===== config.mk =====
export PLATFORM = sky130hd
export DESIGN_NAME = two_port_ram
export DESIGN_NICKNAME = d
export VERILOG_FILES = /design/src/design/ram_collision_pkg.sv /design/src/design/signal_edge.sv /design/src/design/two_port_ram.sv
export SDC_FILE = /design/constraint.sdc
export NUM_CORES = 2
export LEC_CHECK = 0
export BUFFER_PORTS_ARGS = -buffer_cell sky130_fd_sc_hd__buf_2
export CAP_MARGIN = 20
export CORE_ASPECT_RATIO = 0.75
export CORE_MARGIN = 2
export CORE_UTILIZATION = 40
export CTS_CLUSTER_DIAMETER = 80
export DETAILED_ROUTE_END_ITERATION = 7
export PLACE_DENSITY_LB_ADDON = 0.08
export SYNTH_ARGS = -nofsm -noshare
export SYNTH_HDL_FRONTEND = slang
export SYNTH_SLANG_ARGS = --single-unit

===== constraint.sdc =====
create_clock -name ref_clk -period 13.8 [get_ports ref_clk]
set_clock_uncertainty 0.15 [all_clocks]
set_input_delay 2.76 -clock ref_clk [delete_from_list [all_inputs] [get_ports ref_clk]]
set_output_delay 2.76 -clock ref_clk [all_outputs]
set_load 0.01 [all_outputs]

===== src/design/ram_collision_pkg.sv =====
// Shared widths, timing counts, carrier structs and state types for the
// two-port memory block with same-address collision handling.
// Assumes one 200 MHz system clock samples every memory-port signal.
package ram_collision_pkg;

	// Widths of one memory word and its address.
	localparam int ADDR_W = 8;
	localparam int DATA_W = 8;
	localparam int CNT_W  = 4;

	// System clock period in nanoseconds.
	localparam real CLK_PERIOD_NS = 5.0;

	// Port timing figures in nanoseconds.
	localparam real NEW_DO_ACCESS_NS    = 7.5;
	localparam real STROBE_ACCESS_NS    = 7.5;
	localparam real WRITE_UPDATE_NS     = 3.0;
	localparam real COLLIDE_HOLD_NS     = 7.0;
	localparam real EDGE_SETUP_NS       = 5.0;
	localparam real EDGE_HOLD_NS        = 5.0;

	// A least time rounds up, never below one cycle.
	function automatic int cyc_min(real t);
		int c;
		c = int'($ceil(t / CLK_PERIOD_NS));
		return (c < 1) ? 1 : c;
	endfunction : cyc_min

	// A longest time rounds down, never below one cycle.
	function automatic int cyc_max(real t);
		int c;
		c = int'($floor(t / CLK_PERIOD_NS));
		return (c < 1) ? 1 : c;
	endfunction : cyc_max

	localparam logic [CNT_W-1:0] SYNC_ACCESS_CYC =
		CNT_W'(cyc_min(NEW_DO_ACCESS_NS));
	localparam logic [CNT_W-1:0] PIPE_EXTRA_CYC = 4'h1;
	localparam logic [CNT_W-1:0] STROBE_ACCESS_CYC =
		CNT_W'(cyc_min(STROBE_ACCESS_NS));
	localparam logic [CNT_W-1:0] WRITE_UPDATE_CYC =
		CNT_W'(cyc_min(WRITE_UPDATE_NS));
	localparam logic [CNT_W-1:0] COLLIDE_HOLD_CYC =
		CNT_W'(cyc_max(COLLIDE_HOLD_NS));
	localparam logic [CNT_W-1:0] READ_AFTER_WRITE_EDGE_SETUP_CYC =
		CNT_W'(cyc_min(EDGE_SETUP_NS));
	localparam logic [CNT_W-1:0] READ_AFTER_WRITE_EDGE_HOLD_CYC =
		CNT_W'(cyc_min(EDGE_HOLD_NS));
	localparam logic [CNT_W-1:0] LAST_CYC = 4'h1;

	// Resting levels of the port clocks and the active-low strobes.
	localparam logic CLOCK_IDLE  = 1'h0;
	localparam logic STROBE_IDLE = 1'h1;

	typedef struct packed {
		logic              write_port_clock;
		logic              write_enable_n;
		logic              write_block_select_n;
		logic              async_write_strobe_n;
		logic [ADDR_W-1:0] write_address;
		logic [DATA_W-1:0] write_data_in;
		logic              write_parity_in;
	} write_port_t;

	typedef struct packed {
		logic              read_port_clock;
		logic              async_read_strobe_n;
		logic [ADDR_W-1:0] read_address;
	} read_port_t;

	typedef struct packed {
		logic write_async;
		logic read_async;
		logic read_pipelined;
		logic parity_generation_enable;
	} port_mode_t;

	typedef enum logic {RD_IDLE, RD_ACCESS} rd_state_t;

endpackage : ram_collision_pkg


===== src/design/signal_edge.sv =====
// Edge finder for one port signal sampled on the system clock.
// Assumes the signal is already synchronous to ref_clk.
`timescale 1ns/1ps
module signal_edge
	import ram_collision_pkg::*;
#(
	parameter logic IDLE = 1'h1
) (
	// Clock and reset
	input  wire logic ref_clk,
	input  wire logic sys_rst,
	// Watched signal
	input  wire logic sig,
	// Edges seen this cycle
	output logic      rise,
	output logic      fall
);

	logic prev;

	always_ff @(posedge ref_clk) begin
		if (sys_rst) begin
			prev <= IDLE;
		end else begin
			prev <= sig;
		end
	end

	assign rise = sig & ~prev;
	assign fall = ~sig & prev;

endmodule : signal_edge


===== src/design/two_port_ram.sv =====
// Two-port memory block with a write port and a read port, each either
// clocked by its own port clock or timed by an active-low strobe.
// Assumes all port signals are synchronous to ref_clk and that the port
// clocks run well below ref_clk, so each edge is seen as one cycle.
`timescale 1ns/1ps
module two_port_ram
	import ram_collision_pkg::*;
#(
	parameter int DEPTH = 256
) (
	// Clock and reset
	input  wire logic              ref_clk,
	input  wire logic              sys_rst,
	// Port configuration
	input  wire port_mode_t        mode,
	// Write port
	input  wire write_port_t       wr,
	// Read port
	input  wire read_port_t        rd,
	// Read results and write-side parity check
	output logic [DATA_W-1:0]      read_data,
	output logic                   read_parity,
	output logic                   write_parity_error
);

	// Upper bound of the strobed access check, kept an int for the range.
	localparam int STROBE_ACC = int'(STROBE_ACCESS_CYC);

	logic [DATA_W-1:0] mem        [DEPTH];
	logic              mem_parity [DEPTH];

	logic wclk_rise;
	logic wclk_fall;
	logic rclk_rise;
	logic wstb_fall;
	logic rstb_fall;
	logic rstb_rise;

	signal_edge #(.IDLE(CLOCK_IDLE)) u_wclk (
		.ref_clk (ref_clk),
		.sys_rst (sys_rst),
		.sig     (wr.write_port_clock),
		.rise    (wclk_rise),
		.fall    (wclk_fall)
	);

	signal_edge #(.IDLE(CLOCK_IDLE)) u_rclk (
		.ref_clk (ref_clk),
		.sys_rst (sys_rst),
		.sig     (rd.read_port_clock),
		.rise    (rclk_rise),
		.fall    ()
	);

	signal_edge #(.IDLE(STROBE_IDLE)) u_wstb (
		.ref_clk (ref_clk),
		.sys_rst (sys_rst),
		.sig     (wr.async_write_strobe_n),
		.rise    (),
		.fall    (wstb_fall)
	);

	signal_edge #(.IDLE(STROBE_IDLE)) u_rstb (
		.ref_clk (ref_clk),
		.sys_rst (sys_rst),
		.sig     (rd.async_read_strobe_n),
		.rise    (rstb_rise),
		.fall    (rstb_fall)
	);

	// Write events.
	logic              sync_wr;
	logic              async_wr;
	logic              wr_fire;
	logic              wr_parity;
	logic [DATA_W-1:0] lookup;
	logic              lookup_parity;
	logic              same_addr;

	assign sync_wr = ~mode.write_async & wclk_rise & ~wr.write_enable_n
		& ~wr.write_block_select_n;
	assign async_wr = mode.write_async & wstb_fall
		& ~wr.write_block_select_n;
	assign wr_fire = sync_wr | async_wr;
	assign wr_parity = mode.parity_generation_enable
		? ^wr.write_data_in : wr.write_parity_in;
	assign same_addr = wr_fire & (wr.write_address == rd.read_address);

	// A write landing in the read's own cycle is forwarded, so the read
	// sees the new word whether the write came by clock or by strobe.
	assign lookup = same_addr ? wr.write_data_in
		: mem[rd.read_address];
	assign lookup_parity = same_addr ? wr_parity
		: mem_parity[rd.read_address];

	// The array has no reset; its contents are undefined until written.
	always_ff @(posedge ref_clk) begin
		if (wr_fire) begin
			mem[wr.write_address]        <= wr.write_data_in;
			mem_parity[wr.write_address] <= wr_parity;
		end
	end

	// The flag is only meaningful with external parity; while parity is
	// generated each clocked write clears it, but user logic must ignore it anyway.
	always_ff @(posedge ref_clk) begin
		if (sys_rst) begin
			write_parity_error <= 1'h0;
		end else if (sync_wr) begin
			write_parity_error <= ~mode.parity_generation_enable
				& (^wr.write_data_in != wr.write_parity_in);
		end
	end

	// Windows after the write clock edges in which a strobed read is unsafe.
	logic [CNT_W-1:0]  raw_setup_cnt;
	logic [CNT_W-1:0]  raw_hold_cnt;
	logic [ADDR_W-1:0] raw_addr;

	always_ff @(posedge ref_clk) begin
		if (sys_rst) begin
			raw_setup_cnt <= '0;
			raw_hold_cnt  <= '0;
			raw_addr      <= '0;
		end else begin
			if (sync_wr) begin
				raw_setup_cnt <= READ_AFTER_WRITE_EDGE_SETUP_CYC;
				raw_addr      <= wr.write_address;
			end else if (raw_setup_cnt != '0) begin
				raw_setup_cnt <= raw_setup_cnt - LAST_CYC;
			end
			if (~mode.write_async & wclk_fall) begin
				raw_hold_cnt <= READ_AFTER_WRITE_EDGE_HOLD_CYC;
			end else if (raw_hold_cnt != '0) begin
				raw_hold_cnt <= raw_hold_cnt - LAST_CYC;
			end
		end
	end

	// Read control.
	rd_state_t         rd_state;
	logic [CNT_W-1:0]  rd_cnt;
	logic [CNT_W-1:0]  hold_cnt;
	logic [ADDR_W-1:0] rd_addr;
	logic [DATA_W-1:0] rd_value;
	logic              rd_value_parity;
	logic              poison;
	logic              rstb_low;
	logic              start_sync;
	logic              start_async;
	logic              refresh;
	logic              newer_lost;
	logic              stale;
	logic              collide_late;
	logic              rd_present;
	logic [CNT_W-1:0]  sync_cnt;

	assign rstb_low = ~rd.async_read_strobe_n;
	assign start_sync = ~mode.read_async & rclk_rise;
	assign start_async = mode.read_async & (rstb_fall
		| (rstb_low & (rd.read_address != rd_addr)));
	assign refresh = mode.read_async & rstb_low & wr_fire
		& (wr.write_address == rd_addr);
	assign stale = (raw_setup_cnt != '0)
		& (raw_addr == rd.read_address);
	assign newer_lost = mode.read_async & rstb_rise
		& (raw_hold_cnt != '0);
	assign collide_late = ~mode.read_async & (rd_state == RD_ACCESS)
		& (hold_cnt != '0) & async_wr & (wr.write_address == rd_addr);
	// Pipelined output adds one register stage to the access time.
	assign sync_cnt = mode.read_pipelined
		? SYNC_ACCESS_CYC + PIPE_EXTRA_CYC : SYNC_ACCESS_CYC;
	assign rd_present = (rd_state == RD_ACCESS) & (rd_cnt == LAST_CYC);

	always_ff @(posedge ref_clk) begin
		if (sys_rst) begin
			rd_state        <= RD_IDLE;
			rd_cnt          <= '0;
			hold_cnt        <= '0;
			rd_addr         <= '0;
			rd_value        <= '0;
			rd_value_parity <= 1'h0;
			poison          <= 1'h0;
		end else if (start_sync) begin
			rd_state        <= RD_ACCESS;
			rd_cnt          <= sync_cnt;
			hold_cnt        <= COLLIDE_HOLD_CYC;
			rd_addr         <= rd.read_address;
			rd_value        <= lookup;
			rd_value_parity <= lookup_parity;
			poison          <= 1'h0;
		end else if (start_async) begin
			rd_state        <= RD_ACCESS;
			rd_cnt          <= STROBE_ACCESS_CYC;
			hold_cnt        <= '0;
			rd_addr         <= rd.read_address;
			rd_value        <= lookup;
			rd_value_parity <= lookup_parity;
			poison          <= stale;
		end else if (refresh) begin
			rd_state        <= RD_ACCESS;
			rd_cnt          <= WRITE_UPDATE_CYC;
			rd_value        <= wr.write_data_in;
			rd_value_parity <= wr_parity;
		end else if (newer_lost) begin
			rd_state <= RD_ACCESS;
			rd_cnt   <= LAST_CYC;
			poison   <= 1'h1;
		end else begin
			// Writes after the hold window leave the captured word alone.
			if (collide_late) begin
				poison <= 1'h1;
			end
			if (hold_cnt != '0) begin
				hold_cnt <= hold_cnt - LAST_CYC;
			end
			case (rd_state)
				RD_IDLE: begin
					rd_cnt <= '0;
				end
				RD_ACCESS: begin
					rd_cnt <= rd_cnt - LAST_CYC;
					if (rd_cnt == LAST_CYC) begin
						rd_state <= RD_IDLE;
					end
				end
				default: begin
					rd_state <= RD_IDLE;
				end
			endcase
		end
	end

	// The output keeps its old word until the access time has passed.
	always_ff @(posedge ref_clk) begin
		if (sys_rst) begin
			read_data   <= '0;
			read_parity <= 1'h0;
		end else if (rd_present) begin
			read_data   <= poison ? {DATA_W{1'hX}} : rd_value;
			read_parity <= poison ? 1'hX : rd_value_parity;
		end
	end
endmodule : two_port_ram


# After elaboration in Yosys (flattened, before gate mapping)
# Memories as Yosys holds them, arrays and structs flattened.
# Cells that the tools add are included.
# W data, S select, Z words.
[totals]
in_bits = 37
memories = 2
mem_bits_rw = 2304
out_inout_bits = 10
reg_bits = 57
[op_classes]
add_sub_neg = 4
n_reduce_logical = 17
bitwise = 44
n_mux = 40
n_eq_ne = 9
[memory_table]
columns = ["name", "words", "word_bits", "read_ports", "rd_ports_with_merged_regs", "wr", "line", "text"]
rows = [
  ["mem", 256, 8, 1, 0, 1, "two_port_ram.sv:29", "logic [DATA_W-1:0] mem [DEPTH];"],
  ["mem_parity", 256, 1, 1, 0, 1, "two_port_ram.sv:30", "logic mem_parity [DEPTH];"],
]
[ops]
columns = ["op", "n"]
rows = [
  ["$mux W8", 7],
  ["$and A1 B1 Y1", 28],
  ["$mux W1", 28],
  ["$eq A8 B8 Y1", 3],
  ["$mux W4", 4],
  ["$sub A4 B1 Y4 const B", 4],
  ["$not A1 Y1", 14],
  ["$reduce_bool A4 Y1", 3],
  ["$reduce_bool A3 Y1", 3],
  ["$ne A8 B8 Y1", 1],
  ["$pmux W4 S2", 1],
  ["$reduce_xor A8 Y1", 1],
  ["$ne A3 B3 Y1 const B", 2],
  ["$reduce_and A3 Y1", 2],
  ["$reduce_bool A2 Y1", 3],
  ["$reduce_or A2 Y1", 3],
  ["$eq A4 B1 Y1 const B", 1],
  ["$reduce_or A3 Y1", 1],
  ["$ne A2 B2 Y1 const B", 1],
  ["$or A1 B1 Y1", 2],
  ["$reduce_and A2 Y1", 1],
  ["$ne A1 B1 Y1", 1],
]

# Longest topological paths before layout
[logic_depth]
depth_word = 11
ltp_mapped = 14
depth_no_buf = 8

# Modules after synthesis
# A second synthesis with hierarchy kept.
[unflattened]
hier_cells = 4399
hier_area_um2 = 91755.5
[modules_own_cells]
columns = ["mod", "seq_area_each_um2", "area_each_um2", "n_inst", "cells_each"]
rows = [
  ["two_port_ram", 69907.0, 91597.8, 1, 4383],
  ["signal_edge at u_rstb ...", 20.0, 40.0, 2, 4],
  ["signal_edge at u_rclk ...", 20.0, 38.8, 2, 4],
]

# Worst setup path before layout
# Ideal clock, no wire load.
[synth_path]
kind = "input to register"
startpoint = "input port wr[3] in the netlist's numbering"
endpoint = "memory mem_parity[0] (data pin)"
cell_stages = 4
path_buffers = 0
t_required_ns = 12.069
arrival_time_ns = 10.101
setup_ns = 1.581
setup_slack_ns = 1.968
cell_sequence = "xnor2_1 -> xnor2_1 -> xnor2_1 -> a21oi_1"
[synth_between]
elab_chain_len = 2
[synth_lines]
columns = ["item", "line", "text"]
rows = [
  ["start, declared", "two_port_ram.sv:17", "input wire write_port_t wr,"],
  ["$reduce_xor A8 Y1", "two_port_ram.sv:86", "? ^wr.write_data_in : wr.write_parity_in;"],
  ["$mux W1", "two_port_ram.sv:86", ""],
  ["net wr_parity", "two_port_ram.sv:75", "logic wr_parity;"],
  ["end, declared", "two_port_ram.sv:30", ""],
]
# The timed path passes the listed nets, and every way through them passes these cells.

# Worst setup path after layout
[layout_path]
startpoint = "input port rd[2] in the netlist's numbering"
endpoint = "register rd_value[6]"
[layout_between]
elab_chain_len = 6
elab_cells_between_ends = 11
cone_classes = "2 x eq/ne; 3 x mux; 4 x bitwise; 1 x reduce/logical; 1 x memory"
[layout_lines]
columns = ["item", "line", "text"]
rows = [
  ["start, declared", "two_port_ram.sv:19", "input wire read_port_t rd,"],
  ["branches (longest 6 deep; another with $mem_v2 Z256 W8)", "n/a", ""],
  ["end signal, assigned", "two_port_ram.sv:189", "rd_value <= lookup;"],
  ["end signal, assigned", "two_port_ram.sv:197", "rd_value <= lookup;"],
  ["end signal, assigned", "two_port_ram.sv:203", "rd_value <= wr.write_data_in;"],
  ["end, declared", "two_port_ram.sv:145", "logic [DATA_W-1:0] rd_value;"],
]
# Parallel ways; which one is timed is not known.
# A chain may end at the register's enable or synchronous reset.

==> run summary <==
Outcome: finished, final reports clean
Setup violations, final: 0
Utilization after layout: 45.5%
Max_cap viols: 0
Die area: 232000 um^2
WHS: 0.318 ns
Final Wtd Congestion: 0.821
Vias in the first global route: 44600
Synth top area share: 76.0%
Sink Count: 2344
Yosys reg bits: 2344
CP Max Fanout: 43
Post-Syn Area: 91100 um^2
GRT Total Usage: 22.4%
Fin crit share: 49.2%
Hold buffers post-CTS: 0
P_int: 11700 uW
Yosys cell types: 65
Final setup TNS: 0 ns
Die height: 417 um
Core outline area: 226000 um^2
Post-synth EDFFs: 2304
Placed cell area: 95300 um^2
Switching Share: 21.7%
Slew headroom: 23.2%
Worst setup path class: input port to register
LEAKAGE: 0.0319 uW
Clock transition at the registers of the reported paths: 0.06 ns
Clk_lat worst skew: 0.86 ns
Layout cells sized above 1: 25.0%
Comb power frac: 5.4%
CP Data Required Time: 14.42 ns
Drt wl/cell: 33.9 um
Fillers: 19000
CP endpoint kind: register
DRC violations left: 0
CP arrival: 7.41 ns
Io pins: 47
Clock power share: 41.8%
Syn Area/Cell: 21.2 um^2
Largest net degree at the start of global routing: 170
Post-CTS sizing: 0
Core Rows: 151
Hold/Removal Path Class: register to register
Post-Syn Nets: 4330
Worst VDD drop: 104 uV
Worst-Margin Slew: 1.15 ns
Flop pwr share: 52.8%
Top cells by area, synth: edfxtp_1 76%, mux4_2 14%, mux2i_1 1.9%
Cell area power density: 145 nW/um^2
CTS Root Cell: clkbuf_16
Post-Syn Instances: 4289
First drt pass iteration count: 5
First-pass GRT wire length: 363000 um
Synth warnings: 0
Crit path launch type: input port
Initial DRC count: 5340
Total CTS buffers: 233
NetSw: 3240 uW
Final non-filler cell area: 103000 um^2
H-tree depth: 4
Post-CTS Repair Setup Buffers: 0
Fin crit period: 6.79 ns
Via count: 44600
Congestion Overflow GR: 0
Final hold vios: 0
Final wirelength: 261000 um
Clock Path Buffers: 4
CTS tree: built
Initial Utilization: 40.3%
Async SR Flop Fraction: 0%
Cell taking the most area after synthesis: edfxtp_1
RSZ-0062 raised after global routing: no
Pins over their slew limit: 0
Most common cell in the netlist: edfxtp_1
Ys flop type: edfxtp_1
Die width: 555 um
Peak Freq: 0.147 GHz
Post-route ant nets: 0
PortBufs: 46
Area Growth Syn to Fin: 13.0%
Via/cell ratio: 5.79
Initial antenna violation count: 7
Register area share after synthesis: 76.8%
Nets: 4560
Synth top cells by count: 2304 x edfxtp_1, 567 x mux4_2, 308 x nor2_1
Final HPWL from detailed placement: 161000 um
-- power by group through the flow --
| stage | logic (uW) | clock network (uW) | registers, uW |
|---|---|---|---|
| floorplan | 439 | 0 | 8050 |
| global placement | 811 | 0 | 8030 |
| detailed placement | 818 | 0 | 8030 |
| CTS | 819 | 6360 | 7880 |
| global route | 861 | 6640 | 7880 |
| finish | 808 | 6250 | 7880 |
-- cell type report --
class | count | area (um^2) | share of cell area [%]
repair buffers | 247 | 2020 | 1.97
flip-flops and latches | 2344 | 70000 | 68.0
clock buffers | 288 | 6190 | 6.02
clock inverters | 128 | 1160 | 1.13
diodes | 7 | 17.5 | 0.0170
multi-input cells | 1683 | 19800 | 19.2
well taps | 2983 | 3730 | 3.63
inverters | 10 | 40.0 | 0.0389
-- state kept, by name, indices dropped and copies added (netlist names), 4 cells and up --
name and count:
raw_hold_cnt 4, mem 2048, read_data 8, rd_cnt 4
mem_parity 256, rd_value 8, rd_addr 8
-- critical path, cell delays in order --
cell and delay, ns:
buf_8 0.30, buf_4 0.61, buf_4 0.58, buf_4 0.72
mux4_2 0.35, mux2i_1 0.09, a221oi_1 0.82, nor2_1 0.10
o21ai_0 0.35, o21ai_0 0.32, a311oi_1 0.34
-- cell usage in the layout (no fill, tap or decap), types with 11 or more instances in the layout --
master / instances
a21oi_1: 74
a221oi_1: 16
a22o_1: 14
a22oi_1: 104
a31oi_1: 11
buf_2: 34
buf_4: 170
buf_6: 24
buf_8: 12
bufinv_16: 22
clkbuf_1: 45
clkbuf_16: 238
clkinv_1: 56
clkinv_2: 40
dfxtp_1: 40
edfxtp_1: 2304
mux2i_1: 170
mux4_2: 567
nand2_1: 116
nand3_1: 29
nand4_1: 13
nor2_1: 305
nor2b_1: 15
nor3_1: 23
o21ai_0: 29
o221ai_1: 13
o22ai_1: 24
xnor2_1: 28
-- kinds of logic after synthesis --
logic type / share of synthesized area, %
xor+xnor: 0.356
flops: 76.8
fa+ha+maj: 0.0549
buf+inv: 1.56
compound gates: 2.59
simple gates: 2.64
mux: 16.0
-- per-stage QoR --
| step | total power (uW) | cells | setup slack, ns |
|---|---|---|---|
| 6_report | 14900 | 7690 | 7.01 |
| 5_1_grt | 15400 | 7689 | 6.72 |
| 4_1_cts | 15100 | 7650 | 6.83 |
| 3_5_place_dp | 8850 | 7234 | 5.88 |
| 3_3_place_gp | 8840 | 7206 | 5.89 |
| 2_1_floorplan | 8490 | 4289 | 1.97 |
-- layer usage --
layer,track usage [%],up-vias,share of wire (%)
met1,34.9,24300,47
met3,4.54,302,7.4
met5,0,-,0
met4,4.90,0,2.0
met2,32.5,1586,44
li1,-,18300,-
-- worst paths after layout --
path                startpoint      endpoint  slack (ns)  cells past startpoint
setup / recovery         rd[2]   rd_value[6]        7.01                     11
hold / removal    read_data[1]  read_data[1]        0.32                      2
setup reg to reg   u_wclk.prev   mem[150][2]        9.26                      7
hold reg to reg   read_data[1]  read_data[1]        0.32                      2
No activity file was read; power rests on OpenSTA's default activity.
